**config.mk**
```make
export PLATFORM = sky130hd
export DESIGN_NAME = ssoc_top
export DESIGN_NICKNAME = d
export VERILOG_FILES = /design/src/rtl/ssoc_pkg.sv /design/src/rtl/ssoc_ext_error_monitor_if.sv /design/src/rtl/ssoc_ext_error_monitor.sv /design/src/rtl/ssoc_top.sv
export VERILOG_INCLUDE_DIRS = /design/src /design/src/rtl
export SDC_FILE = /design/constraint.sdc
export NUM_CORES = 1
export LEC_CHECK = 0
export BUFFER_PORTS_ARGS = -buffer_cell sky130_fd_sc_hd__buf_2
export CORE_MARGIN = 4
export CORE_UTILIZATION = 30
export DETAILED_ROUTE_END_ITERATION = 8
export PLACE_DENSITY_LB_ADDON = 0.08
export RECOVER_POWER = 50
export SYNTH_ARGS = -nofsm -noshare
export SYNTH_HDL_FRONTEND = slang
export SYNTH_SLANG_ARGS = --single-unit
```
**constraint.sdc**
```tcl
create_clock -name CLK -period 3.65 [get_ports CLK]
set_input_delay 0 -clock CLK [delete_from_list [all_inputs] [get_ports CLK]]
set_output_delay 0 -clock CLK [all_outputs]
set_load 0.02 [all_outputs]
```
**src/rtl/ssoc_map.svh**
```systemverilog
// Constants for the safe-state output control block
`ifndef SSOC_MAP_SVH
`define SSOC_MAP_SVH
`define SSOC_CMD_RELEASE 8'hA5
`define SSOC_CMD_FORCE 8'h4B
`define SSOC_LBIST_PASS 2'h3
`define SSOC_FAULT_COUNT_ZERO 4'h0
`define SSOC_RATIO_OFF 3'h0
`define SSOC_CLK_HZ 10000000
`define SSOC_T1_MS 1
`define SSOC_T2_MS 8
`define SSOC_T3_MS 16
`define SSOC_T4_MS 32
`define SSOC_DEGLITCH_US 10
`define SSOC_TSEL_1MS 2'h0
`define SSOC_TSEL_8MS 2'h1
`define SSOC_TSEL_16MS 2'h2
`define SSOC_TSEL_RESET 2'h1
`define SSOC_RESET_EN_RESET 1'b0
// Live fault vector fields
`define SSOC_LF_SUPPLY_OV 0
`define SSOC_LF_HARD_PD 1
`define SSOC_LF_DCRC 2
`define SSOC_LF_VIN_OV 3
`define SSOC_LF_EXT_RESET 4
`define SSOC_LF_REG_FAULT 5
`define SSOC_LF_FCU_FAIL 6
`define SSOC_LF_W 7
// Sticky flag vector fields
`define SSOC_FL_DCRC 0
`define SSOC_FL_DFS 1
`define SSOC_FL_VIN_OV 2
`define SSOC_FL_XFAIL 3
`define SSOC_FL_WD 4
`define SSOC_FL_XRESET 5
`define SSOC_FL_SFAULT 6
`define SSOC_FL_HFAULT 7
`define SSOC_FL_BANDGAP 8
`define SSOC_FL_CLOCK 9
`define SSOC_FL_HANDSHAKE 10
`define SSOC_FL_W 11
`endif

```
**src/rtl/ssoc_pkg.sv**
```systemverilog
// Types and time conversion for the safe-state output control block
package ssoc_pkg;
	typedef enum logic [2:0] {
		PWR_OFF, PWR_POWERUP, PWR_RUN, PWR_MON_STBY, PWR_LP_STBY, PWR_DFS
	} ssoc_pwr_e;
	typedef enum logic {SS_HELD, SS_RELEASED} ssoc_safe_e;
	// Longest time: rounds down
	function automatic int unsigned ms_to_cyc(int unsigned ms,
		int unsigned hz);
		return ms * (hz / 1000);
	endfunction
	// Least time: rounds up
	function automatic int unsigned us_to_cyc(int unsigned us,
		int unsigned hz);
		return (us * (hz / 1000) + 999) / 1000;
	endfunction
endpackage

```
**src/rtl/ssoc_ext_error_monitor_if.sv**
```systemverilog
// Signals between the safe-state control and the external error monitor
`timescale 1ns/100ps
interface ssoc_ext_error_monitor_if;
	logic mon_en;
	logic polarity;
	logic [1:0] timer_sel;
	logic flag_clr;
	logic flag;
	logic fault_level;
	logic pin_sense;
	logic confirmed;
	modport ctrl (output mon_en, output polarity, output timer_sel,
		output flag_clr, input flag, input fault_level, input pin_sense,
		input confirmed);
	modport mon (input mon_en, input polarity, input timer_sel,
		input flag_clr, output flag, output fault_level, output pin_sense,
		output confirmed);
endinterface

```
**src/rtl/ssoc_ext_error_monitor.sv**
```systemverilog
// External error monitor: deglitch, edge detect, flag and fault timer
`timescale 1ns/100ps
`include "ssoc_map.svh"
module ssoc_ext_error_monitor #(
	parameter int unsigned CNT_W = 20,
	parameter int unsigned T1_CYC = 10000,
	parameter int unsigned T2_CYC = 80000,
	parameter int unsigned T3_CYC = 160000,
	parameter int unsigned T4_CYC = 320000,
	parameter int unsigned DG_CYC = 100
) (
	input wire logic clk,
	input wire logic srst,
	input wire logic ext_pin,
	ssoc_ext_error_monitor_if.mon em
);
	localparam logic [7:0] DG_LAST = 8'(DG_CYC - 1);
	logic s1_reg, s2_reg, filt_reg, flag_reg, done_reg, conf_reg;
	logic [7:0] dg_reg;
	logic [CNT_W-1:0] tmr_reg;
	logic [CNT_W-1:0] limit;
	logic changing, dg_done, fault_lvl, new_fault, clr_ok, expire;

	// Filter and edge detection
	assign changing = s2_reg != filt_reg;
	assign dg_done = changing && (dg_reg == DG_LAST);
	assign fault_lvl = filt_reg ^ em.polarity;
	assign new_fault = dg_done && (s2_reg ^ em.polarity) && em.mon_en;
	// A stuck fault level keeps the flag from clearing
	assign clr_ok = em.flag_clr && !fault_lvl;
	assign limit = (em.timer_sel == `SSOC_TSEL_1MS) ? CNT_W'(T1_CYC - 1) :
		(em.timer_sel == `SSOC_TSEL_8MS) ? CNT_W'(T2_CYC - 1) :
		(em.timer_sel == `SSOC_TSEL_16MS) ? CNT_W'(T3_CYC - 1) :
		CNT_W'(T4_CYC - 1);
	assign expire = flag_reg && !done_reg && em.mon_en && (tmr_reg == limit);

	// Pin synchroniser and deglitch filter
	always_ff @(posedge clk) begin
		s1_reg <= ext_pin;
		s2_reg <= s1_reg;
		if (srst || !changing || dg_done) dg_reg <= 8'h00;
		else dg_reg <= dg_reg + 8'h01;
		if (srst) filt_reg <= 1'b0;
		else if (dg_done) filt_reg <= s2_reg;
	end

	// Flag (set wins over clear) and fault timer
	always_ff @(posedge clk) begin
		if (srst) begin
			flag_reg <= 1'b0;
			done_reg <= 1'b0;
			conf_reg <= 1'b0;
			tmr_reg <= '0;
		end else begin
			flag_reg <= new_fault || (flag_reg && !clr_ok);
			done_reg <= (done_reg || expire) && !clr_ok;
			conf_reg <= expire;
			if (!flag_reg || clr_ok || done_reg) tmr_reg <= '0;
			else if (em.mon_en) tmr_reg <= tmr_reg + CNT_W'(1);
		end
	end

	assign em.flag = flag_reg;
	assign em.fault_level = fault_lvl;
	assign em.pin_sense = s2_reg;
	assign em.confirmed = conf_reg;
endmodule

```
**src/rtl/ssoc_top.sv**
```systemverilog
// Safe-state output control with external error monitoring
`timescale 1ns/100ps
`include "ssoc_map.svh"
module ssoc_top #(
	parameter int unsigned ANALOG_SELFTEST_W = 8,
	parameter bit HAS_LBIST = 1'b1,
	parameter bit HAS_HANDSHAKE = 1'b1,
	parameter int unsigned CNT_W = 20,
	parameter int unsigned T1_CYC =
		ssoc_pkg::ms_to_cyc(`SSOC_T1_MS, `SSOC_CLK_HZ),
	parameter int unsigned T2_CYC =
		ssoc_pkg::ms_to_cyc(`SSOC_T2_MS, `SSOC_CLK_HZ),
	parameter int unsigned T3_CYC =
		ssoc_pkg::ms_to_cyc(`SSOC_T3_MS, `SSOC_CLK_HZ),
	parameter int unsigned T4_CYC =
		ssoc_pkg::ms_to_cyc(`SSOC_T4_MS, `SSOC_CLK_HZ)
) (
	input wire logic CLK,
	input wire logic SRST,
	input wire ssoc_pkg::ssoc_pwr_e PWR_STATE,
	input wire logic PWRUP_DONE,
	input wire logic SYS_RESET_RELEASED,
	input wire logic [ANALOG_SELFTEST_W-1:0] ANALOG_SELFTEST_FLAGS,
	input wire logic [1:0] LOGIC_SELFTEST_RESULT,
	input wire logic [3:0] FAULT_COUNT,
	input wire logic [`SSOC_FL_W-1:0] STICKY_FLAGS,
	input wire logic [`SSOC_LF_W-1:0] LIVE_FAULTS,
	input wire logic POWER_GOOD_SHORT,
	input wire logic EXT_FAIL_IN_N,
	input wire logic CMD_WR,
	input wire logic [7:0] CMD_DATA,
	input wire logic CFG_WR,
	input wire logic [1:0] CFG_TIMER_SEL,
	input wire logic CFG_RESET_EN,
	input wire logic EXT_ERROR_POLARITY,
	input wire logic EXT_FLAG_CLR,
	input wire logic EXT_ERR_MASK,
	input wire logic SAFE_FLT_CLR,
	input wire logic SAFE_FLT_MASK,
	input wire logic EXT_ERROR_PIN,
	input wire logic SAFE_STATE_I,
	output logic SAFE_STATE_O,
	output logic SAFE_STATE_OE,
	input wire logic WD_ENABLE,
	input wire logic GOOD_SERVICE,
	input wire logic BAD_SERVICE,
	input wire logic [2:0] CLEAR_RATIO,
	output logic SAFE_RELEASED,
	output logic SAFE_PIN_SENSE,
	output logic SAFE_PIN_SHORT_HIGH,
	output logic SAFE_PIN_SHORT_LOW,
	output logic SAFE_PIN_FAULT_IRQ,
	output logic EXT_ERROR_FLAG,
	output logic EXT_ERROR_PIN_SENSE,
	output logic [1:0] EXT_TIMER_SEL,
	output logic EXT_RESET_EN,
	output logic IRQ_OUT,
	output logic HARD_RESET_REQ,
	output logic [2:0] GOOD_SERVICE_COUNT,
	output logic COUNT_DEC
);
	localparam int unsigned DG_CYC =
		ssoc_pkg::us_to_cyc(`SSOC_DEGLITCH_US, `SSOC_CLK_HZ);

	ssoc_pkg::ssoc_safe_e state_reg, state_next;
	logic pin_s1_reg, pin_s2_reg, fail_s1_reg, fail_s2_reg;
	logic drv_d1_reg, drv_d2_reg;
	logic short_hi_reg, short_lo_reg, flt_irq_reg;
	logic [1:0] tsel_reg;
	logic rst_en_reg, hard_rst_reg;
	logic [2:0] good_cnt_reg, good_cnt_next;
	logic dec_reg;
	logic in_run, sys_on, release_ok, release_req, force_req, trip;
	logic ext_block, pin_short, flags_bad, ratio_on, ratio_hit;
	logic [`SSOC_FL_W-1:0] flag_care;

	ssoc_ext_error_monitor_if em();

	// Power state decode; standby, off and fail-safe all count as not run
	assign in_run = PWR_STATE == ssoc_pkg::PWR_RUN;
	assign sys_on = PWRUP_DONE && SYS_RESET_RELEASED;

	// External error monitor hookup, live only in run and monitored standby
	assign em.mon_en = sys_on && (in_run ||
		PWR_STATE == ssoc_pkg::PWR_MON_STBY);
	assign em.polarity = EXT_ERROR_POLARITY;
	assign em.timer_sel = tsel_reg;
	assign em.flag_clr = EXT_FLAG_CLR;

	ssoc_ext_error_monitor #(
		.CNT_W(CNT_W),
		.T1_CYC(T1_CYC),
		.T2_CYC(T2_CYC),
		.T3_CYC(T3_CYC),
		.T4_CYC(T4_CYC),
		.DG_CYC(DG_CYC)
	) u_ext_error_monitor (
		.clk(CLK),
		.srst(SRST),
		.ext_pin(EXT_ERROR_PIN),
		.em(em)
	);

	// Handshake flag is dropped from the check on parts without it
	assign flag_care = HAS_HANDSHAKE ? {`SSOC_FL_W{1'b1}} :
		~(`SSOC_FL_W'(1) << `SSOC_FL_HANDSHAKE);
	assign flags_bad = |(STICKY_FLAGS & flag_care);
	assign pin_short = short_hi_reg || short_lo_reg || POWER_GOOD_SHORT;
	// A pending or still-present external error blocks release
	assign ext_block = em.flag || em.fault_level;

	// Full release condition set, sampled when the request lands
	assign release_ok = in_run && sys_on
		&& ANALOG_SELFTEST_FLAGS == '0
		&& (!HAS_LBIST || LOGIC_SELFTEST_RESULT == `SSOC_LBIST_PASS)
		&& FAULT_COUNT == `SSOC_FAULT_COUNT_ZERO
		&& !flags_bad && !pin_short && !ext_block
		&& LIVE_FAULTS == '0 && fail_s2_reg;

	// Command decode; any code other than the two is ignored
	assign release_req = CMD_WR && CMD_DATA == `SSOC_CMD_RELEASE;
	assign force_req = CMD_WR && CMD_DATA == `SSOC_CMD_FORCE;

	// Anything that pulls a released pin back to the safe level
	assign trip = force_req || !in_run || !SYS_RESET_RELEASED
		|| (|LIVE_FAULTS) || !fail_s2_reg
		|| STICKY_FLAGS[`SSOC_FL_BANDGAP] || STICKY_FLAGS[`SSOC_FL_CLOCK]
		|| pin_short || em.confirmed;

	// Safe-state machine; a refused request leaves no trace behind
	always_comb begin
		state_next = state_reg;
		case (state_reg)
			ssoc_pkg::SS_HELD: begin
				if (release_req && release_ok) begin
					state_next = ssoc_pkg::SS_RELEASED;
				end
			end
			ssoc_pkg::SS_RELEASED: begin
				if (trip) begin
					state_next = ssoc_pkg::SS_HELD;
				end
			end
			default: begin
				state_next = ssoc_pkg::SS_HELD;
			end
		endcase
	end

	always_ff @(posedge CLK) begin
		if (SRST) state_reg <= ssoc_pkg::SS_HELD;
		else state_reg <= state_next;
	end

	// Open-drain pin: enable pulls low, release lets it float high
	assign SAFE_STATE_O = 1'b0;
	assign SAFE_STATE_OE = state_reg == ssoc_pkg::SS_HELD;
	assign SAFE_RELEASED = state_reg == ssoc_pkg::SS_RELEASED;

	// Pin synchronisers; drive is delayed to line up with sensed level
	always_ff @(posedge CLK) begin
		pin_s1_reg <= SAFE_STATE_I;
		pin_s2_reg <= pin_s1_reg;
		fail_s1_reg <= EXT_FAIL_IN_N;
		fail_s2_reg <= fail_s1_reg;
	end

	always_ff @(posedge CLK) begin
		if (SRST) begin
			drv_d1_reg <= 1'b1;
			drv_d2_reg <= 1'b1;
		end else begin
			drv_d1_reg <= SAFE_STATE_OE;
			drv_d2_reg <= drv_d1_reg;
		end
	end

	assign SAFE_PIN_SENSE = pin_s2_reg;

	// Short sense bits follow the mismatch live, no memory
	always_ff @(posedge CLK) begin
		if (SRST) begin
			short_hi_reg <= 1'b0;
			short_lo_reg <= 1'b0;
		end else begin
			short_hi_reg <= drv_d2_reg && pin_s2_reg;
			short_lo_reg <= !drv_d2_reg && !pin_s2_reg;
		end
	end

	assign SAFE_PIN_SHORT_HIGH = short_hi_reg;
	assign SAFE_PIN_SHORT_LOW = short_lo_reg;

	// Sticky short flag: a new short wins over a same-cycle clear
	always_ff @(posedge CLK) begin
		if (SRST) flt_irq_reg <= 1'b0;
		else flt_irq_reg <= short_hi_reg || short_lo_reg
			|| (flt_irq_reg && !SAFE_FLT_CLR);
	end

	assign SAFE_PIN_FAULT_IRQ = flt_irq_reg;
	assign IRQ_OUT = (flt_irq_reg && !SAFE_FLT_MASK)
		|| (em.flag && !EXT_ERR_MASK);

	// Monitor settings; writable only once the system is on
	always_ff @(posedge CLK) begin
		if (SRST) begin
			tsel_reg <= `SSOC_TSEL_RESET;
			rst_en_reg <= `SSOC_RESET_EN_RESET;
		end else if (CFG_WR && sys_on) begin
			tsel_reg <= CFG_TIMER_SEL;
			rst_en_reg <= CFG_RESET_EN;
		end
	end

	assign EXT_TIMER_SEL = tsel_reg;
	assign EXT_RESET_EN = rst_en_reg;
	assign EXT_ERROR_FLAG = em.flag;
	assign EXT_ERROR_PIN_SENSE = em.pin_sense;

	// Hard reset only when the pin had been released beforehand
	always_ff @(posedge CLK) begin
		if (SRST) hard_rst_reg <= 1'b0;
		else hard_rst_reg <= em.confirmed && rst_en_reg
			&& state_reg == ssoc_pkg::SS_RELEASED;
	end

	assign HARD_RESET_REQ = hard_rst_reg;

	// Good-service run counter; bad service restarts the run
	assign ratio_on = WD_ENABLE && CLEAR_RATIO != `SSOC_RATIO_OFF;
	assign ratio_hit = ratio_on && GOOD_SERVICE
		&& (good_cnt_reg + 3'h1) == CLEAR_RATIO;

	always_comb begin
		good_cnt_next = good_cnt_reg;
		if (BAD_SERVICE) good_cnt_next = 3'h0;
		else if (ratio_hit) good_cnt_next = 3'h0;
		else if (GOOD_SERVICE && good_cnt_reg != 3'h7) begin
			good_cnt_next = good_cnt_reg + 3'h1;
		end
	end

	always_ff @(posedge CLK) begin
		if (SRST) begin
			good_cnt_reg <= 3'h0;
			dec_reg <= 1'b0;
		end else begin
			good_cnt_reg <= good_cnt_next;
			dec_reg <= ratio_hit && !BAD_SERVICE;
		end
	end

	assign GOOD_SERVICE_COUNT = good_cnt_reg;
	assign COUNT_DEC = dec_reg;
endmodule

```
* Yosys cells after proc, flatten, opt, wreduce, memory -nomap -nowiden
Cells that the tools add are included.
** Operators by class
- Add/subtract/negate cells :: 3
- Bitwise logic cells :: 3
- Reductions and logical operators :: 82
- Multiplexer cells :: 6
- Eq/ne operators :: 12
** Operators with widths (count)
- $mux W20 :: 2
- $logic_and A1 B1 Y1 :: 36
- $add A20 B1 Y20 const B :: 1
- $eq A20 B20 Y1 :: 1
- $logic_or A1 B1 Y1 :: 20
- $mux W19 :: 1
- $logic_not A1 Y1 :: 17
- $eq A8 B7 Y1 const B :: 2
- $reduce_or A11 Y1 :: 1
- $add A8 B1 Y8 const B :: 1
- $eq A8 B8 Y1 const B :: 1
- $logic_not A8 Y1 :: 1
- $logic_not A7 Y1 :: 1
- $reduce_or A7 Y1 :: 1
- $eq A3 B2 Y1 const B :: 2
- $eq A2 B2 Y1 const B :: 2
- $logic_not A4 Y1 :: 1
- $add A3 B1 Y3 const B :: 1
- $eq A3 B3 Y1 :: 1
- $ne A3 B3 Y1 const B :: 1
- $reduce_bool A3 Y1 :: 1
- $reduce_or A3 Y1 :: 1
- $eq A2 B1 Y1 const B :: 1
- $logic_not A2 Y1 :: 1
- other kinds (6) :: 8
** Word-level totals
- Word-level logic and storage cells :: 129
- Register bits :: 52
- Bits of input ports :: 67

* Longest topological paths before layout
- Word-level depth :: 13
- Gate-level depth with buffers :: 6

* By module
A second synthesis with hierarchy kept.
** Unflattened totals
- Cells, all modules :: 272
- Area total of the unflattened synthesis :: 2466.1 µm²
** Modules (own cells, without submodules)
- ssoc_ext_error_monitor :: cells an instance 187, area each 1661.6 µm², instances 1, seq. area each 680.7 µm²
- ssoc_top :: cells an instance 85, area each 804.5 µm², instances 1, seq. area each 360.3 µm²

* Worst setup path before layout
OpenSTA, ideal clock, no wires.
- Kind :: register -> register
- From :: register tsel_reg[0] (netlist: EXT_TIMER_SEL[0])
- To :: register u_ext_error_monitor.done_reg
- Setup slack :: 1784 ps
- Cell stages (with the launch flop) :: 7
- Data required time :: 3580 ps
- Library setup time :: 70 ps
- Arrival time :: 1796 ps
- Cell sequence :: dfxtp_1 -> inv_1 -> ha_1 -> or4b_1 -> a211oi_1 -> o2111ai_1 -> a21boi_1
** Between the ends
- Longest elaborated chain between the ends :: 8
- Elaborated cells between the ends (all ways) :: 10
- Those cells by class :: 3 x eq/ne; 3 x mux; 4 x reduce/logical
** Ends and longest elaborated chain
- start, declared :: RTL line ssoc_top.sv:69 : logic [1:0] tsel_reg;
- start signal, assigned :: RTL line ssoc_top.sv:208 : tsel_reg <= `SSOC_TSEL_RESET;
- $eq A2 B2 Y1 (no line)
- $mux W19 :: RTL line ssoc_ext_error_monitor.sv:33 : (em.timer_sel == `SSOC_TSEL_16MS) ? CNT_W'(T3_CYC - 1) :
- $mux W20 :: RTL line ssoc_ext_error_monitor.sv:32 : (em.timer_sel == `SSOC_TSEL_8MS) ? CNT_W'(T2_CYC - 1) :
- $mux W20 (*) :: RTL line ssoc_ext_error_monitor.sv:31 : assign limit = (em.timer_sel == `SSOC_TSEL_1MS) ? CNT_W'(T1_CYC - 1) :
- $eq A20 B20 Y1 (*) :: RTL line ssoc_ext_error_monitor.sv:35 : assign expire = flag_reg && !done_reg && em.mon_en && (tmr_reg == limit);
- $logic_and A1 B1 Y1 (*) :: RTL line ssoc_ext_error_monitor.sv:35
- $logic_or A1 B1 Y1 (*) :: RTL line ssoc_ext_error_monitor.sv:56 : done_reg <= (done_reg || expire) && !clr_ok;
- $logic_and A1 B1 Y1 (*) :: RTL line ssoc_ext_error_monitor.sv:56
- end signal, assigned :: RTL line ssoc_ext_error_monitor.sv:56
- end, declared :: RTL line ssoc_ext_error_monitor.sv:18 : logic s1_reg, s2_reg, filt_reg, flag_reg, done_reg, conf_reg;
Every way passes the cells marked *; elsewhere a longest branch is shown, timed or not.
A chain may end at the register's enable or synchronous reset.

* Worst setup path in the final report
- From :: input PWR_STATE[0]
- To :: register state_reg (netlist: SAFE_RELEASED)
** Between the ends
- Longest elaborated chain between the ends :: 13
- Elaborated cells between the ends (all ways) :: 23
- Those cells by class :: 1 x eq/ne; 3 x mux; 19 x reduce/logical
** Ends and longest elaborated chain
- start, declared :: RTL line ssoc_top.sv:20 : input wire ssoc_pkg::ssoc_pwr_e PWR_STATE,
- $eq A3 B2 Y1 (*) :: RTL line ssoc_top.sv:80 : assign in_run = PWR_STATE == ssoc_pkg::PWR_RUN;
- $logic_and A1 B1 Y1 :: RTL line ssoc_top.sv:113 : assign release_ok = in_run && sys_on
- $logic_and A1 B1 Y1 :: RTL line ssoc_top.sv:114 : && ANALOG_SELFTEST_FLAGS == '0
- $logic_and A1 B1 Y1 :: RTL line ssoc_top.sv:113
- $logic_and A1 B1 Y1 (no line)
- $logic_and A1 B1 Y1 (5 in a row) :: RTL line ssoc_top.sv:113
- $logic_and A1 B1 Y1 :: RTL line ssoc_top.sv:135 : if (release_req && release_ok) begin
- $mux W1 :: RTL line ssoc_top.sv:135
- $pmux W1 S2 (*) :: RTL line ssoc_top.sv:133 : case (state_reg)
- end signal, assigned :: RTL line ssoc_top.sv:151 : if (SRST) state_reg <= ssoc_pkg::SS_HELD;
- end signal, assigned :: RTL line ssoc_top.sv:152 : else state_reg <= state_next;
- end, declared :: RTL line ssoc_top.sv:65 : ssoc_pkg::ssoc_safe_e state_reg, state_next;
Marked as above.

==> impl_metrics.json <==
{
  "ys.flop_type": "dfxtp_1",
  "finalNetCount": 444,
  "drt_pass1_iterations": 4,
  "status": "finished, violations left",
  "grt_pass1_vias": 2291,
  "core_area_mm2": 0.00818,
  "largest_register_ffs": 20,
  "cts_resized": 0,
  "drv_cap": 0,
  "use_met3": 0.0372,
  "cts_made_buffers": 5,
  "p_int_uw": 755,
  "wl_um": 6300,
  "worst_pin_slew_ns": 0.851,
  "die_area_mm2": 0.00988,
  "path_clk_slew_ns": 0.10,
  "cts-root-buf": "clkbuf_8",
  "gr-usage-met1": 0.176,
  "hold_class": "input port to flop",
  "cts_tree": "built",
  "leakagePower_uw": 0.00119,
  "synth_cell_type_count": 43,
  "hold_violations": 1,
  "antenna_found_initial": 0,
  "synth_fp_nets": 354,
  "overflow": 0,
  "use_met2": 0.224,
  "async_flop_share": 0,
  "drtIter0Drc": 51,
  "syn2layout_area_growth_pct": 25.5,
  "track_usage": 0.135,
  "sw_frac_of_total": 0.235,
  "clk_latency_ns": 0.30,
  "boundaryPins": 85,
  "drive_gt1_frac": 0.212,
  "reg2reg_depth": 6,
  "routed-via-count": 2273,
  "fin_crit_sh": 0.574,
  "busiest_layer": "met2",
  "seq_area_frac_synth": 0.416,
  "fmax_mhz": 477,
  "hold_slack_ns": -0.00345,
  "finalWorstSetupSlack_ns": 1.56,
  "grt_pass1_wl_um": 10800,
  "drv_slew": 0,
  "clockPowerShare": 0.318,
  "final_antenna_net_count": 0,
  "die_w_um": 99.4,
  "htreeDepth": 2,
  "final_core_util": 0.384,
  "gp_congestion": 0.725,
  "powerDensity_mw_per_mm2": 314,
  "synth_edf_count": 0,
  "fin_tns_setup_ns": 0,
  "synth_cells": 278,
  "path_max_fanout": 1,
  "final_cells": 473,
  "rsz0062_at_grt": "no",
  "syn_area_per_cell_um2": 9.01,
  "dp_cells": 456,
  "dp_slack_ns": 1.74,
  "drc": 0,
  "clk_path_buf_depth": 2,
  "portBuffers": 83,
  "power.switching_uw": 232,
  "num_rows": 33,
  "required_ns": 3.88,
  "violations": "hold timing",
  "vdd_drop_max_v": 0.000118,
  "power_frac_seq": 0.588,
  "critPathArrivalTime_ns": 2.32,
  "period_minus_slack_ns": 2.09,
  "die_h_um": 99.4,
  "crit_path_end_kind": "flop",
  "syn_area_mm2": 0.00250,
  "hold_depth": 4,
  "drt-vias-per-instance": 4.81,
  "grt_max_degree": 21,
  "power.share.combinational": 0.094,
  "path_class": "input port to flop",
  "postCtsSetupRepairBufs": 0,
  "ys_ff_latch": 52,
  "wl_per_cell_um": 13.3,
  "initial_utilization": 0.306,
  "cts.sinks": 52,
  "finalSetupViolations": 0,
  "fin_skew_ns": 0.00979,
  "maxSlewHeadroom": 0.431,
  "yosysWarnings": 0,
  "worstSetupStartpointType": "input port",
  "dp_hpwl_um": 5050,
  "diodes": 0
}
-- layer usage --
metal,part of all wire,up-vias,routed length [µm]
met5,0,-,0
met4,0.0073,0,46
met3,0.063,5,396
met2,0.46,64,2900
met1,0.47,1017,2950
li1,-,1187,-
-- worst paths after layout --
| path | slack (ns) | endpoint | startpoint |
|---|---|---|---|
| worst max-delay path | 1.56 | SAFE_RELEASED | PWR_STATE[0] |
| worst min-delay path | -0.003 | SAFE_RELEASED | LIVE_FAULTS[0] |
| worst max register to register | 1.75 | u_ext_error_monitor.done_reg | EXT_TIMER_SEL[1] |
| worst min register to register | 0.33 | fail_s2_reg | fail_s1_reg |
-- cell usage in the layout (no fill, tap or decap), types with 4 or more instances in the layout --
master | synthesis | layout
o31ai_1 | 8 | 8
nor2_1 | 33 | 33
nand2_1 | 18 | 18
xnor2_1 | 10 | 10
nand2b_1 | 6 | 6
mux2i_1 | 7 | 7
clkbuf_1 | 3 | 16
nand3_1 | 18 | 18
inv_1 | 9 | 9
a21oi_1 | 12 | 12
ha_1 | 9 | 9
or3_1 | 5 | 5
nor4_1 | 10 | 10
or4_1 | 8 | 8
clkbuf_8 | 0 | 5
dfxtp_1 | 52 | 52
nor4bb_1 | 4 | 4
dlygate4sd3_1 | 0 | 10
xor2_1 | 12 | 12
nand4_1 | 8 | 8
nor3_1 | 5 | 5
buf_2 | 2 | 67
-- logic make-up (layout without fill, tap and decap cells) --
logic type / Yosys count / count (layout) / share of synthesized area
XOR/XNOR: 22 / 22 / 0.0769
buffers and inverters: 19 / 109 / 0.0415
flip-flops: 52 / 52 / 0.416
AO/OA/AOI/OAI: 32 / 32 / 0.0824
adder cells (fa/ha/maj): 9 / 9 / 0.0450
multiplexers: 7 / 7 / 0.0280
AND/OR/NAND/NOR: 136 / 136 / 0.309
other: 1 / 1 / 0.00150
-- area by class of cell --
class                      instances  area (µm²)
inverter                           9        33.8
clock buffer                       5        68.8
sequential                        52        1040
tap                              105         131
fill                             863        5030
timing repair buffer              93         495
multi-input combinational        207        1360
clock inverter                     2        12.5
-- through the flow --
stage | cell area (µm²) | power, µW
floorplan | 2500 | 632
global placement | 2980 | 682
detailed placement | 2980 | 682
CTS | 3160 | 1010
global route | 3140 | 1040
finish | 3140 | 988
-- worst max-delay path, stage by stage --
cell and delay (ns):
dlygate4sd3_1 0.53, buf_2 0.12, nor4_1 0.27, dlygate4sd3_1 0.59, nand3_1 0.06, dlygate4sd3_1 0.57
a211oi_1 0.19
-- Yosys cell counts, types with 8 or more instances --
master | count | share of area
dfxtp_1 | 52 | 0.42
nor2_1 | 33 | 0.049
nand2_1 | 18 | 0.027
nand3_1 | 18 | 0.036
a21oi_1 | 12 | 0.024
xor2_1 | 12 | 0.042
nor4_1 | 10 | 0.025
xnor2_1 | 10 | 0.035
ha_1 | 9 | 0.045
inv_1 | 9 | 0.013
nand4_1 | 8 | 0.020
o31ai_1 | 8 | 0.024
or4_1 | 8 | 0.024
-- timing repair --
action,4_1_cts,5_1_grt
endpoints found under the hold margin,8,0
setup endpoints to repair,0,0
hold buffers,10,0
-- power by group through the flow --
stage / clock network (µW) / registers, µW / logic, µW
2_1_floorplan: 0 / 598 / 33.4
3_3_place_gp: 0 / 594 / 88.4
3_5_place_dp: 0 / 594 / 88.6
4_1_cts: 337 / 581 / 95.7
5_1_grt: 356 / 582 / 106
6_report: 314 / 580 / 93.0
Note: power is estimated with default switching activity, not from simulation.
